### config.mk
export PLATFORM = sky130hd
export DESIGN_NAME = rpd_ctrl
export DESIGN_NICKNAME = d
export VERILOG_FILES = /design/src/verilog/rpd_pkg.sv /design/src/verilog/rpd_bt_if.sv /design/src/verilog/rpd_ctrl.sv /design/src/verilog/rpd_basic_timer.sv
export VERILOG_INCLUDE_DIRS = /design/src /design/src/verilog
export SDC_FILE = /design/constraint.sdc
export NUM_CORES = 1
export LEC_CHECK = 0
export ABC_AREA = 1
export BUFFER_PORTS_ARGS = -buffer_cell sky130_fd_sc_hd__buf_4
export CAP_MARGIN = 40
export CORE_MARGIN = 3
export CORE_UTILIZATION = 60
export CTS_BUF_LIST = sky130_fd_sc_hd__clkbuf_8
export CTS_CLUSTER_DIAMETER = 80
export DETAILED_ROUTE_END_ITERATION = 10
export PLACE_DENSITY = 0.93
export SETUP_SLACK_MARGIN = 0.15
export SLEW_MARGIN = 15
export SYNTH_ARGS = -nofsm -noshare
export SYNTH_HDL_FRONTEND = slang
export SYNTH_SLANG_ARGS = --single-unit
### constraint.sdc
create_clock -name core_clk -period 3.1 [get_ports core_clk]
set_input_delay 0.31 -clock core_clk [delete_from_list [all_inputs] [get_ports core_clk]]
set_output_delay 0.31 -clock core_clk [all_outputs]
set_load 0.1 [all_outputs]
### src/verilog/rpd_map.svh
// reset and power-down controller: offsets, field positions, reset values, timing counts
// assumes: included by the design modules by bare name
//
// Contract
// - option bit picks low-voltage or pin reset
// - four reset sources are combined
// - external reset pin synchronised to clock
// - any reset restores control register defaults
// - watchdog overflow without refresh resets device
// - low-voltage reset held while supply low
// - 1010B upper nibble disables watchdog reset
// - reset masks irqs, arms watchdog, ports input
// - program counter loaded with reset vector
// - after stabilization fetch vector and run
// - stop opcode halts oscillator, keeps registers
// - stop left only by reset or irq
// - reset exit restores defaults, divide 00B
// - only filtered external irqs wake stop
// - irq wake keeps registers, uses old timer
// - waking irq serviced then resume after stop
// - idle opcode gates cpu clock only
// - port directions held during idle
// - reset ends idle; masked means reset only
// - any enabled irq ends idle, divide kept
// - stop usable only with key 10100101B
// - wake enable bit 7 set after reset
`ifndef RPD_MAP_SVH
`define RPD_MAP_SVH
`define RPD_ADDR_BT_CTRL 8'hD3
`define RPD_ADDR_CLK_CTRL 8'hD4
`define RPD_ADDR_STOP_KEY 8'hFB
`define RPD_ADDR_BT_COUNT 8'hFD
`define RPD_ADDR_STATUS 8'hF0
`define RPD_BT_CTRL_RST 8'h00
`define RPD_CLK_CTRL_RST 8'h80
`define RPD_CLK_CTRL_WAKE_BIT 7
`define RPD_STOP_KEY 8'hA5
`define RPD_WDT_OFF_NIB 4'hA
`define RPD_OP_STOP 8'h7F
`define RPD_OP_IDLE 8'h6F
`define RPD_RESET_VEC 16'h0100
`define RPD_CLK_MHZ 50
`define RPD_STAB_US 8
`define RPD_STAB_CYC (`RPD_STAB_US * `RPD_CLK_MHZ)
`endif

### src/verilog/rpd_pkg.sv
// reset and power-down controller: shared types
// assumes: nothing beyond the map header
`default_nettype none
package rpd_pkg;
  typedef enum logic [2:0] {
    RPD_RESET,
    RPD_STAB,
    RPD_RUN,
    RPD_STOP,
    RPD_IDLE
  } rpd_state_t;
endpackage
`default_nettype wire

### src/verilog/rpd_bt_if.sv
// link between the sequencer and its basic timer
// assumes: one clock domain
`timescale 1ns/1ps
`default_nettype none
interface rpd_bt_if;
  logic clear;
  logic wdt_en;
  logic [7:0] ctrl;
  logic [7:0] count;
  logic overflow;
  logic stab_done;
  modport seq (output clear, output wdt_en, output ctrl, input count, input overflow, input stab_done);
  modport tmr (input clear, input wdt_en, input ctrl, output count, output overflow, output stab_done);
endinterface
`default_nettype wire

### src/verilog/rpd_ctrl.sv
// reset and power-down controller top
// assumes: cpu decodes opcodes and pulses op_valid with op_code; pins are asynchronous
//
// The address-and-strobe port and the address map were decided locally.
`timescale 1ns/1ps
`include "rpd_map.svh"
`default_nettype none
module rpd_ctrl (
  input wire logic core_clk,
  input wire logic rstn,
  input wire logic external_reset_pin_low,
  input wire logic low_voltage_reset,
  input wire logic opt_use_low_volt,
  input wire logic [15:0] opt_reset_vec,
  input wire logic opt_vec_sel,
  input wire logic [7:0] reg_addr,
  input wire logic [7:0] reg_wdata,
  input wire logic reg_wr,
  input wire logic reg_rd,
  output logic [7:0] reg_rdata,
  input wire logic op_valid,
  input wire logic [7:0] op_code,
  input wire logic [7:0] filtered_ext_irqs,
  input wire logic irq_pending_enabled,
  output logic sys_reset,
  output logic [15:0] pc_load_value,
  output logic pc_load,
  output logic cpu_clk_en,
  output logic periph_clk_en,
  output logic osc_run,
  output logic irq_global_en_clr,
  output logic ports_to_input,
  output logic hold_port_dir,
  output logic wake_irq,
  output logic [1:0] clk_div_sel
);
  logic pin_s1_r;
  logic pin_s2_r;
  logic lv_s1_r;
  logic lv_s2_r;
  logic irq_s1_r;
  logic irq_s2_r;
  logic [7:0] ext_s1_r;
  logic [7:0] ext_s2_r;
  logic [7:0] bt_ctrl_r;
  logic [7:0] clk_ctrl_r;
  logic [7:0] stop_key_r;
  logic [7:0] rdata_r;
  logic [15:0] pcv_r;
  logic pcl_r;
  logic wake_r;
  logic wdt_rst_r;
  logic any_rst;
  logic stop_ok;
  logic ext_wake;
  rpd_pkg::rpd_state_t state_r;
  rpd_pkg::rpd_state_t state_nxt;
  rpd_bt_if bt();

  rpd_basic_timer u_bt (
    .core_clk(core_clk),
    .rstn(rstn),
    .bt(bt)
  );

  // two-flop synchronisers for pins and pending flag
  always_ff @(posedge core_clk) begin
    if (!rstn) begin
      pin_s1_r <= 1'b1;
      pin_s2_r <= 1'b1;
      lv_s1_r <= 1'b0;
      lv_s2_r <= 1'b0;
      irq_s1_r <= 1'b0;
      irq_s2_r <= 1'b0;
      ext_s1_r <= 8'h00;
      ext_s2_r <= 8'h00;
    end else begin
      pin_s1_r <= external_reset_pin_low;
      pin_s2_r <= pin_s1_r;
      lv_s1_r <= low_voltage_reset;
      lv_s2_r <= lv_s1_r;
      irq_s1_r <= irq_pending_enabled;
      irq_s2_r <= irq_s1_r;
      ext_s1_r <= filtered_ext_irqs;
      ext_s2_r <= ext_s1_r;
    end
  end

  // reset merge; power-on is rstn, option picks supply monitor or pin
  always_comb begin
    any_rst = opt_use_low_volt ? lv_s2_r : !pin_s2_r;
    any_rst = any_rst || wdt_rst_r;
  end

  // watchdog overflow latched one cycle into a reset pulse
  always_ff @(posedge core_clk) begin
    if (!rstn) begin
      wdt_rst_r <= 1'b0;
    end else begin
      wdt_rst_r <= bt.overflow;
    end
  end

  // control registers; any reset restores defaults
  always_ff @(posedge core_clk) begin
    if (!rstn || any_rst) begin
      bt_ctrl_r <= `RPD_BT_CTRL_RST;
      clk_ctrl_r <= `RPD_CLK_CTRL_RST;
      stop_key_r <= 8'h00;
    end else if (reg_wr) begin
      case (reg_addr)
        `RPD_ADDR_BT_CTRL: bt_ctrl_r <= reg_wdata;
        `RPD_ADDR_CLK_CTRL: clk_ctrl_r <= {reg_wdata[7], 2'b00, reg_wdata[4:3], 3'b000};
        `RPD_ADDR_STOP_KEY: stop_key_r <= reg_wdata;
        default: ;
      endcase
    end
  end

  // read port, data valid the cycle after the strobe
  always_ff @(posedge core_clk) begin
    if (!rstn) begin
      rdata_r <= 8'h00;
    end else if (reg_rd) begin
      case (reg_addr)
        `RPD_ADDR_BT_CTRL: rdata_r <= bt_ctrl_r;
        `RPD_ADDR_CLK_CTRL: rdata_r <= clk_ctrl_r;
        `RPD_ADDR_STOP_KEY: rdata_r <= stop_key_r;
        `RPD_ADDR_BT_COUNT: rdata_r <= bt.count;
        `RPD_ADDR_STATUS: rdata_r <= {5'h00, 3'(state_r)};
        default: rdata_r <= 8'h00;
      endcase
    end else begin
      rdata_r <= 8'h00;
    end
  end
  assign reg_rdata = rdata_r;

  // stop needs the exact key; only reset or filtered irqs with wake enable exit stop
  assign stop_ok = (stop_key_r == `RPD_STOP_KEY);
  assign ext_wake = clk_ctrl_r[`RPD_CLK_CTRL_WAKE_BIT] && (|ext_s2_r);

  // power state sequencing
  always_comb begin
    state_nxt = state_r;
    case (state_r)
      rpd_pkg::RPD_RESET: state_nxt = rpd_pkg::RPD_STAB;
      rpd_pkg::RPD_STAB: if (bt.stab_done) begin
        state_nxt = rpd_pkg::RPD_RUN;
      end
      rpd_pkg::RPD_RUN: if (op_valid && op_code == `RPD_OP_STOP && stop_ok) begin
        state_nxt = rpd_pkg::RPD_STOP;
      end else if (op_valid && op_code == `RPD_OP_IDLE) begin
        state_nxt = rpd_pkg::RPD_IDLE;
      end
      rpd_pkg::RPD_STOP: if (ext_wake) begin
        state_nxt = rpd_pkg::RPD_STAB;
      end
      rpd_pkg::RPD_IDLE: if (irq_s2_r) begin
        state_nxt = rpd_pkg::RPD_RUN;
      end
      default: state_nxt = rpd_pkg::RPD_RESET;
    endcase
  end

  // reset overrides every state, including stop and idle
  always_ff @(posedge core_clk) begin
    if (!rstn || any_rst) begin
      state_r <= rpd_pkg::RPD_RESET;
    end else begin
      state_r <= state_nxt;
    end
  end

  // vector load and wake-irq flag toward the cpu
  always_ff @(posedge core_clk) begin
    if (!rstn || any_rst) begin
      pcv_r <= `RPD_RESET_VEC;
      pcl_r <= 1'b0;
      wake_r <= 1'b0;
    end else begin
      pcl_r <= (state_r == rpd_pkg::RPD_RESET);
      pcv_r <= opt_vec_sel ? opt_reset_vec : `RPD_RESET_VEC;
      if (state_r == rpd_pkg::RPD_STOP && ext_wake) begin
        wake_r <= 1'b1;
      end else if (state_r == rpd_pkg::RPD_RUN) begin
        wake_r <= 1'b0;
      end
    end
  end

  // timer link: restart on entry to stabilization; ctrl from before stop
  assign bt.clear = (state_r != rpd_pkg::RPD_STAB) && (state_nxt == rpd_pkg::RPD_STAB);
  assign bt.wdt_en = (bt_ctrl_r[7:4] != `RPD_WDT_OFF_NIB) && (state_r == rpd_pkg::RPD_RUN);
  assign bt.ctrl = bt_ctrl_r;

  // outputs
  assign sys_reset = (state_r == rpd_pkg::RPD_RESET);
  assign pc_load_value = pcv_r;
  assign pc_load = pcl_r;
  assign cpu_clk_en = (state_r == rpd_pkg::RPD_RUN);
  assign periph_clk_en = (state_r != rpd_pkg::RPD_STOP);
  assign osc_run = (state_r != rpd_pkg::RPD_STOP);
  assign irq_global_en_clr = sys_reset;
  assign ports_to_input = sys_reset;
  assign hold_port_dir = (state_r == rpd_pkg::RPD_IDLE);
  assign wake_irq = wake_r;
  assign clk_div_sel = clk_ctrl_r[4:3];
endmodule // rpd_ctrl
`default_nettype wire

### src/verilog/rpd_basic_timer.sv
// basic timer: watchdog counter and stabilization timer
// assumes: ctrl low bits choose the stabilization scale
`timescale 1ns/1ps
`include "rpd_map.svh"
`default_nettype none
module rpd_basic_timer (
  input wire logic core_clk,
  input wire logic rstn,
  rpd_bt_if.tmr bt
);
  logic [19:0] cnt_r;
  logic [19:0] stab_lim;
  logic [7:0] count_r;

  // stabilization length scaled by ctrl[1:0] set before stop entry
  always_comb begin
    stab_lim = 20'(`RPD_STAB_CYC) << bt.ctrl[1:0];
  end

  // free-running count; clear restarts it
  always_ff @(posedge core_clk) begin
    if (!rstn || bt.clear) begin
      cnt_r <= 20'h00000;
    end else begin
      cnt_r <= cnt_r + 20'h00001;
    end
  end

  // count readback: upper count byte, registered one cycle behind
  always_ff @(posedge core_clk) begin
    if (!rstn) begin
      count_r <= 8'h00;
    end else begin
      count_r <= cnt_r[19:12];
    end
  end

  assign bt.count = count_r;
  assign bt.overflow = bt.wdt_en && (cnt_r == 20'hFFFFF);
  assign bt.stab_done = (cnt_r >= stab_lim);
endmodule // rpd_basic_timer
`default_nettype wire

==> flow_metrics.tcl, run 1 <==
set metrics [dict create \
    die_area_mm2 0.00811 \
    yosys_warnings 0 \
    startpoint "state_r[1]$_SDFF_PP0_" \
    sw_frac_of_total_pct 26.0 \
    wl_mm 9.78 \
    total_power_mw 2.50 \
    port-buffer-count 92 \
    hold_slack_ns 0.127 \
    drv_cap 0 \
    reg2reg_from "bt.ctrl[1]$_SDFFE_PP0P_" \
    wl_per_cell_um 13.3 \
    dp_hpwl_mm 7.41 \
    outcome "finished, final reports clean" \
    cp-end-kind "output port" \
    cts_buffers 9 \
    min_period_ns 1.95 \
    diodes 0 \
    switching_power_uw 650 \
    fin_area_mm2 0.00517 \
    drtAntennaViolNets 0 \
    slew_headroom_pct 40.1 \
    syn_to_final_growth_pct 21.9 \
    ys_ff_latch 99 \
    synth_area_mm2 0.00424 \
    layout_common_cells "dfxtp_1 (99), inv_1 (94), buf_4 (92), nand2_1 (88), nor2_1 (62)" \
    core_mm2 0.00683 \
    final_max_slew_viol_count 0 \
    final-setup-viol-count 0 \
    pwr-share-comb_pct 11.1 \
    cts_tree "done" \
    crit_required_ns 2.79 \
    irDropWorstVdd_mv 0.395 \
    clk_latency_ns 0.36 \
    clkSinkCount 99 \
    cp.arrival_ns 1.64 \
    ys_types 32 \
    postCtsHoldBufs 0 \
    die_h_um 90.1 \
    grt-ovfl-total 0 \
    cts_resized 0 \
    grt_pass1_vias 3668 \
    grt_pass1_wl_mm 16.5 \
    power_leakage_nw 2.39 \
    initial_core_util_pct 62.1 \
    intPower_mw 1.85 \
    drcViolationCount 0 \
    fin_tns_setup_ns 0 \
    netlist_instances 548 \
    clock_skew_ns 0.00630 \
    rows 30 \
    die_x_um 90.1 \
    drt_iter0_drc 282 \
    drt_pass1_iterations 5 \
    final_common_cell "dfxtp_1" \
    min_period_over_period_pct 62.8 \
    grt_setup_unrepaired "no" \
    place.gp.congestion 0.883 \
    placed_cell_area_mm2 0.00494 \
    synth-seq-area-share_pct 46.7 \
    drive_gt1_share_pct 24.1 \
    postCtsSetupRepairBufs 0 \
    cts.path.max_buffers 2 \
    ios 93 \
    syn_nets 620 \
    power_frac_clock_pct 36.5 \
    min_path_type "primary input to register" \
    final-hold-violation-count 0 \
    power_frac_seq_pct 52.4 \
    startpoint_type "register" \
    grt_antenna_before_repair 0 \
    gr-usage-all-layers_pct 24.6 \
    worstPathMaxFanout 5 \
    viasPerCell 5.06 \
    cts-root-buf "clkbuf_8" \
    path_clk_slew_ns 0.10 \
    tightest_slew_ns 0.894 \
    avgSynthCellArea_um2 7.74 \
    layout.nets 706 \
    powerDensity_mw_per_mm2 483 \
    hp-start "filtered_ext_irqs[4]" \
    grt_max_degree 32 \
    vias 3721 \
    crit_type "register to output port" \
    htree_num_levels 3 \
    fmax_mhz 514 \
]
## registers in the layout, summed over array words and instances (netlist names), 3 cells and up
register and flops:
bt.ctrl 8, clk_ctrl_r 3, ext_s1_r 8, ext_s2_r 8, pc_load_value 16, reg_rdata 8, state_r 3, stop_key_r 8
u_bt.bt.count 8, u_bt.cnt_r 20
## through the flow
step / worst slack, ns / util, % / cells
floorplan: 0.342 / - / 548
global placement: 1.25 / 72.4 / 719
detailed placement: 1.18 / 72.4 / 719
CTS: 1.16 / 75.7 / 735
global route: 1.03 / 75.7 / 735
finish: 1.15 / 75.7 / 735
## cells in the mapped netlist (all sizes together)
library cell  number  area [um^2]
a21oi             34          170
and2               1         7.51
buf               12         87.6
clkbuf             5         18.8
dfxtp             99         1980
ha                14          175
inv               98          368
nand2             96          380
nand3             33          175
nand3b             1         7.51
nand4              7         43.8
nor2              87          409
nor3              13         80.1
nor3b              1         7.51
o211ai             4         30.0
o21a               1         7.51
o21ai             18         90.1
o2bb2ai            1         8.76
or2                5         33.8
xnor2              5         43.8
xor2              13          114
## layout make-up
cell class,instances,area (um^2)
Fill cell,478,1660
Timing Repair Buffer,92,691
Clock inverter,7,100
Inverter,98,368
Clock buffer,9,124
Multi-Input combinational cell,334,1780
Sequential cell,99,1980
Tap cell,96,120
## layer usage
layer / wire, um / share of wire, % / vias up / global-route usage [%]
met3: 720 / 7.4 / 32 / 6.86
met5: 0 / 0 / - / 0
met1: 3830 / 39 / 1671 / 29.2
li1: - / - / 1847 / -
met4: 252 / 2.6 / 0 / 9.44
met2: 4980 / 51 / 171 / 42.4
## path summary, 6_finish.rpt
kind,to,slack (ns),depth (start not counted)
min,ext_s1_r[4]$_SDFF_PN0_,0.13,3
max reg2reg,state_r[1]$_SDFF_PP0_,1.18,11
max,sys_reset,1.15,3
min reg2reg,ext_s2_r[6]$_SDFF_PN0_,0.42,2
## cell families (layout without fill, tap and decap cells)
group                    count (synthesis)  count (layout)  synth area share, %
AND/OR/NAND/NOR                        244             244                 27.0
buffers and inverters                  115             206                 11.2
flip-flops                              99              99                 46.7
AO/OA/AOI/OAI                           58              58                 7.23
XOR/XNOR                                18              18                 3.72
adder cells (fa/ha/maj)                 14              14                 4.13
## power groups by stage
stage | Clock [mW] | Sequential [mW] | Combinational [mW]
2_1_floorplan | 0 | 1.41 | 0.112
3_3_place_gp | 0 | 1.34 | 0.268
3_5_place_dp | 0 | 1.34 | 0.274
4_1_cts | 0.926 | 1.31 | 0.277
5_1_grt | 0.977 | 1.31 | 0.295
6_report | 0.911 | 1.31 | 0.277
## worst max-delay path: stages (launching register included)
cell and delay [ns]:
dfxtp_1 0.38, or2_4 0.30, nor2_1 0.25, buf_4 0.35
Note: power is estimated with default switching activity, not from simulation.
==> run 2: changes to the inputs <==
--- a/config.mk
+++ b/config.mk
@@ -6,15 +6,15 @@
 export SDC_FILE = /design/constraint.sdc
 export NUM_CORES = 1
 export LEC_CHECK = 0
-export ABC_AREA = 1
+export ABC_AREA = 0
 export BUFFER_PORTS_ARGS = -buffer_cell sky130_fd_sc_hd__buf_4
 export CAP_MARGIN = 40
 export CORE_MARGIN = 3
-export CORE_UTILIZATION = 60
+export CORE_UTILIZATION = 56
 export CTS_BUF_LIST = sky130_fd_sc_hd__clkbuf_8
 export CTS_CLUSTER_DIAMETER = 80
 export DETAILED_ROUTE_END_ITERATION = 10
-export PLACE_DENSITY = 0.93
+export PLACE_DENSITY = 0.88
 export SETUP_SLACK_MARGIN = 0.15
 export SLEW_MARGIN = 15
 export SYNTH_ARGS = -nofsm -noshare
==> constraint.sdc (replaced) <==
create_clock -name core_clk -period 1.9 [get_ports core_clk]
set_input_delay 0.19 -clock core_clk [delete_from_list [all_inputs] [get_ports core_clk]]
set_output_delay 0.19 -clock core_clk [all_outputs]
set_load 0.1 [all_outputs]
==> run 2 against run 1 <==
Combinational power grew 49%. Sequential power increased by 63%. Critical path depth rose by 4. Synthesized area fell by 4.7%. Flip-flop and latch count stayed put. Critical endpoint is now state_r[1]$_SDFF_PP0_.
==> flow_metrics.tcl, run 2 <==
set metrics [dict create \
    grt-ovfl-total 0 \
    largest_reg_flops 20 \
    clock_skew_ns 0.00705 \
    core_mm2 0.00691 \
    yosysMostFrequentCell "dfxtp_1" \
    drive_gt1_share_pct 31.0 \
    diodes 0 \
    path_clk_slew_ns 0.10 \
    drcViolationCount 0 \
    ys_top_cells_by_count "dfxtp_1 (99), nor2_1 (47), and2_1 (29)" \
    rows 30 \
    syn_nets 482 \
    grt_setup_unrepaired "yes" \
    wl_mm 9.66 \
    regMostFlops "u_bt.cnt_r" \
    startpoint_type "register" \
    crit_required_ns 2.14 \
    placed_cell_area_mm2 0.00487 \
    cp-end-kind "register" \
    final_common_cell "buf_4" \
    dp_slack_ns -0.0308 \
    yosys_warnings 0 \
    tightest_slew_ns 0.575 \
    drt_pass1_iterations 5 \
    clk_latency_ns 0.36 \
    wl_per_cell_um 16.0 \
    synth_area_mm2 0.00404 \
    min_path_type "primary input to register" \
    port-buffer-count 92 \
    drt_iter0_drc 218 \
    slew_headroom_pct 61.5 \
    viasPerCell 5.55 \
    min_period_over_period_pct 95.4 \
    place.gp.congestion 0.852 \
    fmax_mhz 552 \
    ys.flop_type "dfxtp_1" \
    cts_buffers 9 \
    grt_max_degree 32 \
    layout_common_cells "buf_4 (100), dfxtp_1 (95), nor2_1 (45), and2_1 (29), and3_1 (20)" \
    fin_area_mm2 0.00519 \
    ys_ff_latch 99 \
    worst_slack_ns 0.0879 \
    synth_top_area_cell "dfxtp_1" \
    dp_hpwl_mm 6.95 \
    drv_cap 0 \
    grt_pass1_wl_mm 15.5 \
    netlist_instances 410 \
    powerDensity_mw_per_mm2 765 \
    die_area_mm2 0.00827 \
    die_h_um 91.0 \
    syn_to_final_growth_pct 28.3 \
    final-hold-violation-count 0 \
    htree_num_levels 3 \
    vias 3347 \
    grt_pass1_vias 3323 \
    cts-root-buf "clkbuf_8" \
    fin_util_pct 75.1 \
    total_power_mw 3.97 \
    async_flop_share_pct 0 \
    cts.path.max_buffers 2 \
    drtAntennaViolNets 0 \
    grt_antenna_before_repair 0 \
    layout.nets 574 \
    clkSinkCount 99 \
    final-setup-viol-count 0 \
    yosys.area.top_type_share_pct 49.0 \
    power_leakage_nw 2.23 \
    gr-usage-all-layers_pct 23.0 \
    worstPathMaxFanout 5 \
    synth_area_leaders "dfxtp_1 (49%), mux2i_1 (4.7%), and2_1 (4.5%), nor2_1 (4.4%), ha_1 (4.3%)" \
    final_max_slew_viol_count 0 \
    die_x_um 91.0 \
    irDropWorstVdd_mv 0.662 \
    crit_type "register to register" \
    min_period_ns 1.81 \
    outcome "finished, final reports clean" \
    hold_slack_ns 0.0110 \
    initial_core_util_pct 58.5 \
    synth-edff-count 0 \
    postCtsHoldBufs 0 \
    synth-seq-area-share_pct 49.0 \
    ys_types 60 \
    avgSynthCellArea_um2 9.86 \
    cp.arrival_ns 2.05 \
    cts_tree "done" \
    ios 93 \
]
[run 2: changes by cell type in the layout (fill, tap and decap cells not counted), moves of 20 or more]
cell / previous run / this run
inv_1: 94 / 14
nand2_1: 88 / 12
a21oi_1: 34 / 5
and3_1: 0 / 20
nand3_1: 31 / 10
and2_1: 0 / 29
nor2_2: 21 / 1
[run 2: where the power goes]
group / total (mW) / switching (mW) / internal (mW)
registers: 2.13 / 0.0180 / 2.11
logic: 0.414 / 0.264 / 0.150
clock network: 1.42 / 0.751 / 0.671
total: 3.97 / 1.03 / 2.93
[run 2: what timing repair did]
| action | in CTS | in global routing |
|---|---|---|
| setup endpoints to repair | 2 | 8 |
| pin swaps | 4 | 1 |
| buffers inserted | 1 | 0 |
| resized for setup | 10 | 9 |
[run 2: logic make-up after synthesis]
logic type      synth area share (%)
compound gates                  10.2
xor+xnor                        2.60
fa+ha+maj                       4.33
buf+inv                         4.02
flops                           49.0
mux                             4.71
simple gates                    25.1
[run 2: worst paths after layout]
path,depth (start not counted),slack [ns],to,from
worst max-delay path,7,0.09,state_r[1]$_SDFF_PP0_,bt.ctrl[0]$_SDFFE_PP0P_
worst max register to register,7,0.09,state_r[1]$_SDFF_PP0_,bt.ctrl[0]$_SDFFE_PP0P_
worst min register to register,1,0.44,lv_s2_r$_SDFF_PN0_,lv_s1_r$_SDFF_PN0_
worst min-delay path,2,0.01,pc_load_value[8]$_SDFF_PP1_,opt_reset_vec[8]
[run 2: layer usage]
layer  global-route usage (%)  up-vias  part of all wire, %
met2                     41.3      111                   53
met3                     3.89       22                  4.6
met5                        0        -                    0
met1                     26.8     1579                   40
li1                         -     1635                    -
met4                     9.80        0                  2.3
[run 2: worst max-delay path: stages (launching register included)]
cell and delay, ns:
dfxtp_4 0.38, ha_1 0.15, inv_1 0.05, ha_1 0.20, nor4_2 0.34, nand3_1 0.16
a311oi_2 0.33, o31ai_1 0.09
[run 2: final cells by class]
class | count | area [um^2]
clock buffer | 10 | 138
clock inverter | 6 | 82.6
fill | 505 | 1720
inverter | 16 | 60.1
multi-input combinational | 274 | 2010
sequential | 99 | 1990
tap | 96 | 120
timing repair buffer | 102 | 782
[run 2: through the flow]
step	std cells	setup TNS (ns)
4_1_cts	603	0
3_5_place_dp	586	-0.0497
5_1_grt	603	0
6_report	603	0
3_3_place_gp	586	0
2_1_floorplan	410	0
==> run 3: changes to the inputs <==
--- a/config.mk
+++ b/config.mk
@@ -9,12 +9,16 @@
 export ABC_AREA = 0
 export BUFFER_PORTS_ARGS = -buffer_cell sky130_fd_sc_hd__buf_4
 export CAP_MARGIN = 40
+export CELL_PAD_IN_SITES_DETAIL_PLACEMENT = 0
+export CELL_PAD_IN_SITES_GLOBAL_PLACEMENT = 1
+export CORE_ASPECT_RATIO = 1.4
 export CORE_MARGIN = 3
-export CORE_UTILIZATION = 56
+export CORE_UTILIZATION = 42
 export CTS_BUF_LIST = sky130_fd_sc_hd__clkbuf_8
 export CTS_CLUSTER_DIAMETER = 80
 export DETAILED_ROUTE_END_ITERATION = 10
-export PLACE_DENSITY = 0.88
+export GPL_TIMING_DRIVEN = 0
+export PLACE_DENSITY = 0.87
 export SETUP_SLACK_MARGIN = 0.15
 export SLEW_MARGIN = 15
 export SYNTH_ARGS = -nofsm -noshare
==> run 3 against run 2 <==
Clock power shrank 9.9%. Core utilization shrank 17 points. Sequential share of layout area shrank 0.78 points. Global-route usage shrank 4.3 points. Register-to-register slack gained 0.03 ns. Cell area grew 2.0%. Largest power group unchanged.
==> flow_metrics.tcl, run 3 (synthesis gave the netlist of run 2 again) <==
set metrics [dict create \
    outcome "finished, final reports clean" \
    initial_core_util_pct 44.0 \
    drive_gt1_share_pct 31.3 \
    hp-start "external_reset_pin_low" \
    grt_pass1_wl_mm 15.6 \
    hold_slack_ns 0.0187 \
    core_mm2 0.00918 \
    cp-end-kind "register" \
    grt_max_degree 18 \
    slew_headroom_pct 58.1 \
    die_area_mm2 0.0109 \
    multi_input_comb_area_mm2 0.00206 \
    dp_hpwl_mm 7.40 \
    min_period_over_period_pct 94.0 \
    hold_end "pin_s1_r$_SDFF_PN1_" \
    cp_num_cells 8 \
    gr-usage-all-layers_pct 18.7 \
    fin_tns_setup_ns 0 \
    startpoint_type "register" \
    grt_setup_unrepaired "yes" \
    crit_required_ns 2.13 \
    diodes 0 \
    cts.path.max_buffers 2 \
    final-setup-viol-count 0 \
    place.gp.congestion 0.812 \
    clk_latency_ns 0.37 \
    port-buffer-count 92 \
    r2r_end "state_r[1]$_SDFF_PP0_" \
    fin_area_mm2 0.00529 \
    cp.arrival_ns 2.02 \
    cts-root-buf "clkbuf_8" \
    wl_per_cell_um 15.5 \
    fmax_mhz 560 \
    drt_pass1_iterations 4 \
    wl_mm 9.76 \
    syn_to_final_growth_pct 30.9 \
    layout_common_cells "buf_4 (96), dfxtp_1 (96), nor2_1 (45), and2_1 (29), and3_1 (20)" \
    ff2ff_setup_slack_ns 0.11 \
    grt-ovfl-total 0 \
    viasPerCell 5.28 \
    rr_worst_depth 8 \
    drv_cap 0 \
    min_period_ns 1.79 \
    grt_pass1_vias 3284 \
    placed_cells 609 \
    final_cell_count_no_fill 628 \
    cts_buffers 9 \
    crit_path_frequent_cell "a211oi_2" \
    path_clk_slew_ns 0.10 \
    worstPathMaxFanout 4 \
    hold_depth 2 \
    cts_tree "done" \
    ios 93 \
    min_path_type "primary input to register" \
    vias 3314 \
    cp_cell_sequence "inv_4 -> ha_2 -> inv_2 -> ha_4 -> a211oi_2 -> a211oi_2 -> a311oi_2 -> o31ai_1" \
    crit_type "register to register" \
    irDropWorstVdd_mv 0.380 \
    tightest_slew_ns 0.628 \
    drtAntennaViolNets 0 \
    placed_cell_area_mm2 0.00493 \
    clkSinkCount 99 \
    regMostFlops "u_bt.cnt_r" \
    cp_slowest_cell "dfxtp_4" \
    fillers 855 \
    drcViolationCount 0 \
    layout.nets 588 \
    reg2reg_from "bt.ctrl[0]$_SDFFE_PP0P_" \
    die_h_um 122 \
    drt_iter0_drc 87 \
    largest_reg_flops 20 \
    die_x_um 88.9 \
    powerDensity_mw_per_mm2 726 \
    power_leakage_nw 2.26 \
    final_max_slew_viol_count 0 \
    critPathTopFamily "compound AO/OA/AOI/OAI gates" \
    crit_buf_inv 2 \
    rows 41 \
    htree_num_levels 3 \
    final-hold-violation-count 0 \
    regArea_mm2 0.00199 \
    crit_path_max_incr_delay_ns 0.40 \
    clock_skew_ns 0.0105 \
    grt_antenna_before_repair 0 \
]
==> run 3: how the worst max path moves through the flow <==
stage | startpoint | end | slack (ns)
after floorplan | state_r[2]$_SDFF_PP0_ | ports_to_input | 0.04
after global placement | bt.ctrl[1]$_SDFFE_PP0P_ | state_r[1]$_SDFF_PP0_ | -0.09
after detailed placement | bt.ctrl[1]$_SDFFE_PP0P_ | state_r[1]$_SDFF_PP0_ | -0.19
after CTS | bt.ctrl[1]$_SDFFE_PP0P_ | state_r[1]$_SDFF_PP0_ | 0.14
after global routing | bt.ctrl[0]$_SDFFE_PP0P_ | state_r[1]$_SDFF_PP0_ | 0.03
final | bt.ctrl[0]$_SDFFE_PP0P_ | state_r[1]$_SDFF_PP0_ | 0.11
==> run 3: what timing repair did <==
item	4_1_cts	5_1_grt
gates cloned	0	0
hold buffers	1	0
hold endpoints to repair	1	0
pin swaps	5	6
endpoints found under the setup margin	7	37
gates resized for setup	17	18
setup buffers	2	0
==> run 3: final cells by class <==
cell class / instances / share of cell area [%]
Clock buffer: 10 / 2.60
Inverter: 16 / 1.18
Timing Repair Buffer: 95 / 13.8
Buffer: 21 / 2.46
Tap cell: 107 / 2.53
Multi-Input combinational cell: 274 / 38.9
Sequential cell: 99 / 37.6
Clock inverter: 6 / 0.922
==> run 3: routing by layer <==
| metal | wire length, um | part of all wire, % | vias to the layer above | global-route usage (%) |
|---|---|---|---|---|
| met1 | 3810 | 39 | 1551 | 20.3 |
| met5 | 0 | 0 | - | 0 |
| met3 | 344 | 3.5 | 24 | 3.45 |
| li1 | - | - | 1666 | - |
| met2 | 5290 | 54 | 73 | 34.0 |
| met4 | 315 | 3.2 | 0 | 8.79 |
==> run 3: metrics by stage <==
step / utilization [%] / setup WS (ns) / power (mW)
floorplan: - / 0.0418 / 2.43
global placement: 53.7 / -0.0886 / 2.59
detailed placement: 53.7 / -0.185 / 2.60
CTS: 56.9 / 0.135 / 3.85
global route: 57.6 / 0.0322 / 3.98
finish: 57.6 / 0.115 / 3.84
==> run 3: report_power, final <==
group / internal [mW] / total (mW) / switching (mW) / leakage (nW)
clock network: 0.529 / 1.28 / 0.752 / 0.0966
logic: 0.158 / 0.433 / 0.274 / 1.36
registers: 2.11 / 2.13 / 0.0142 / 0.807
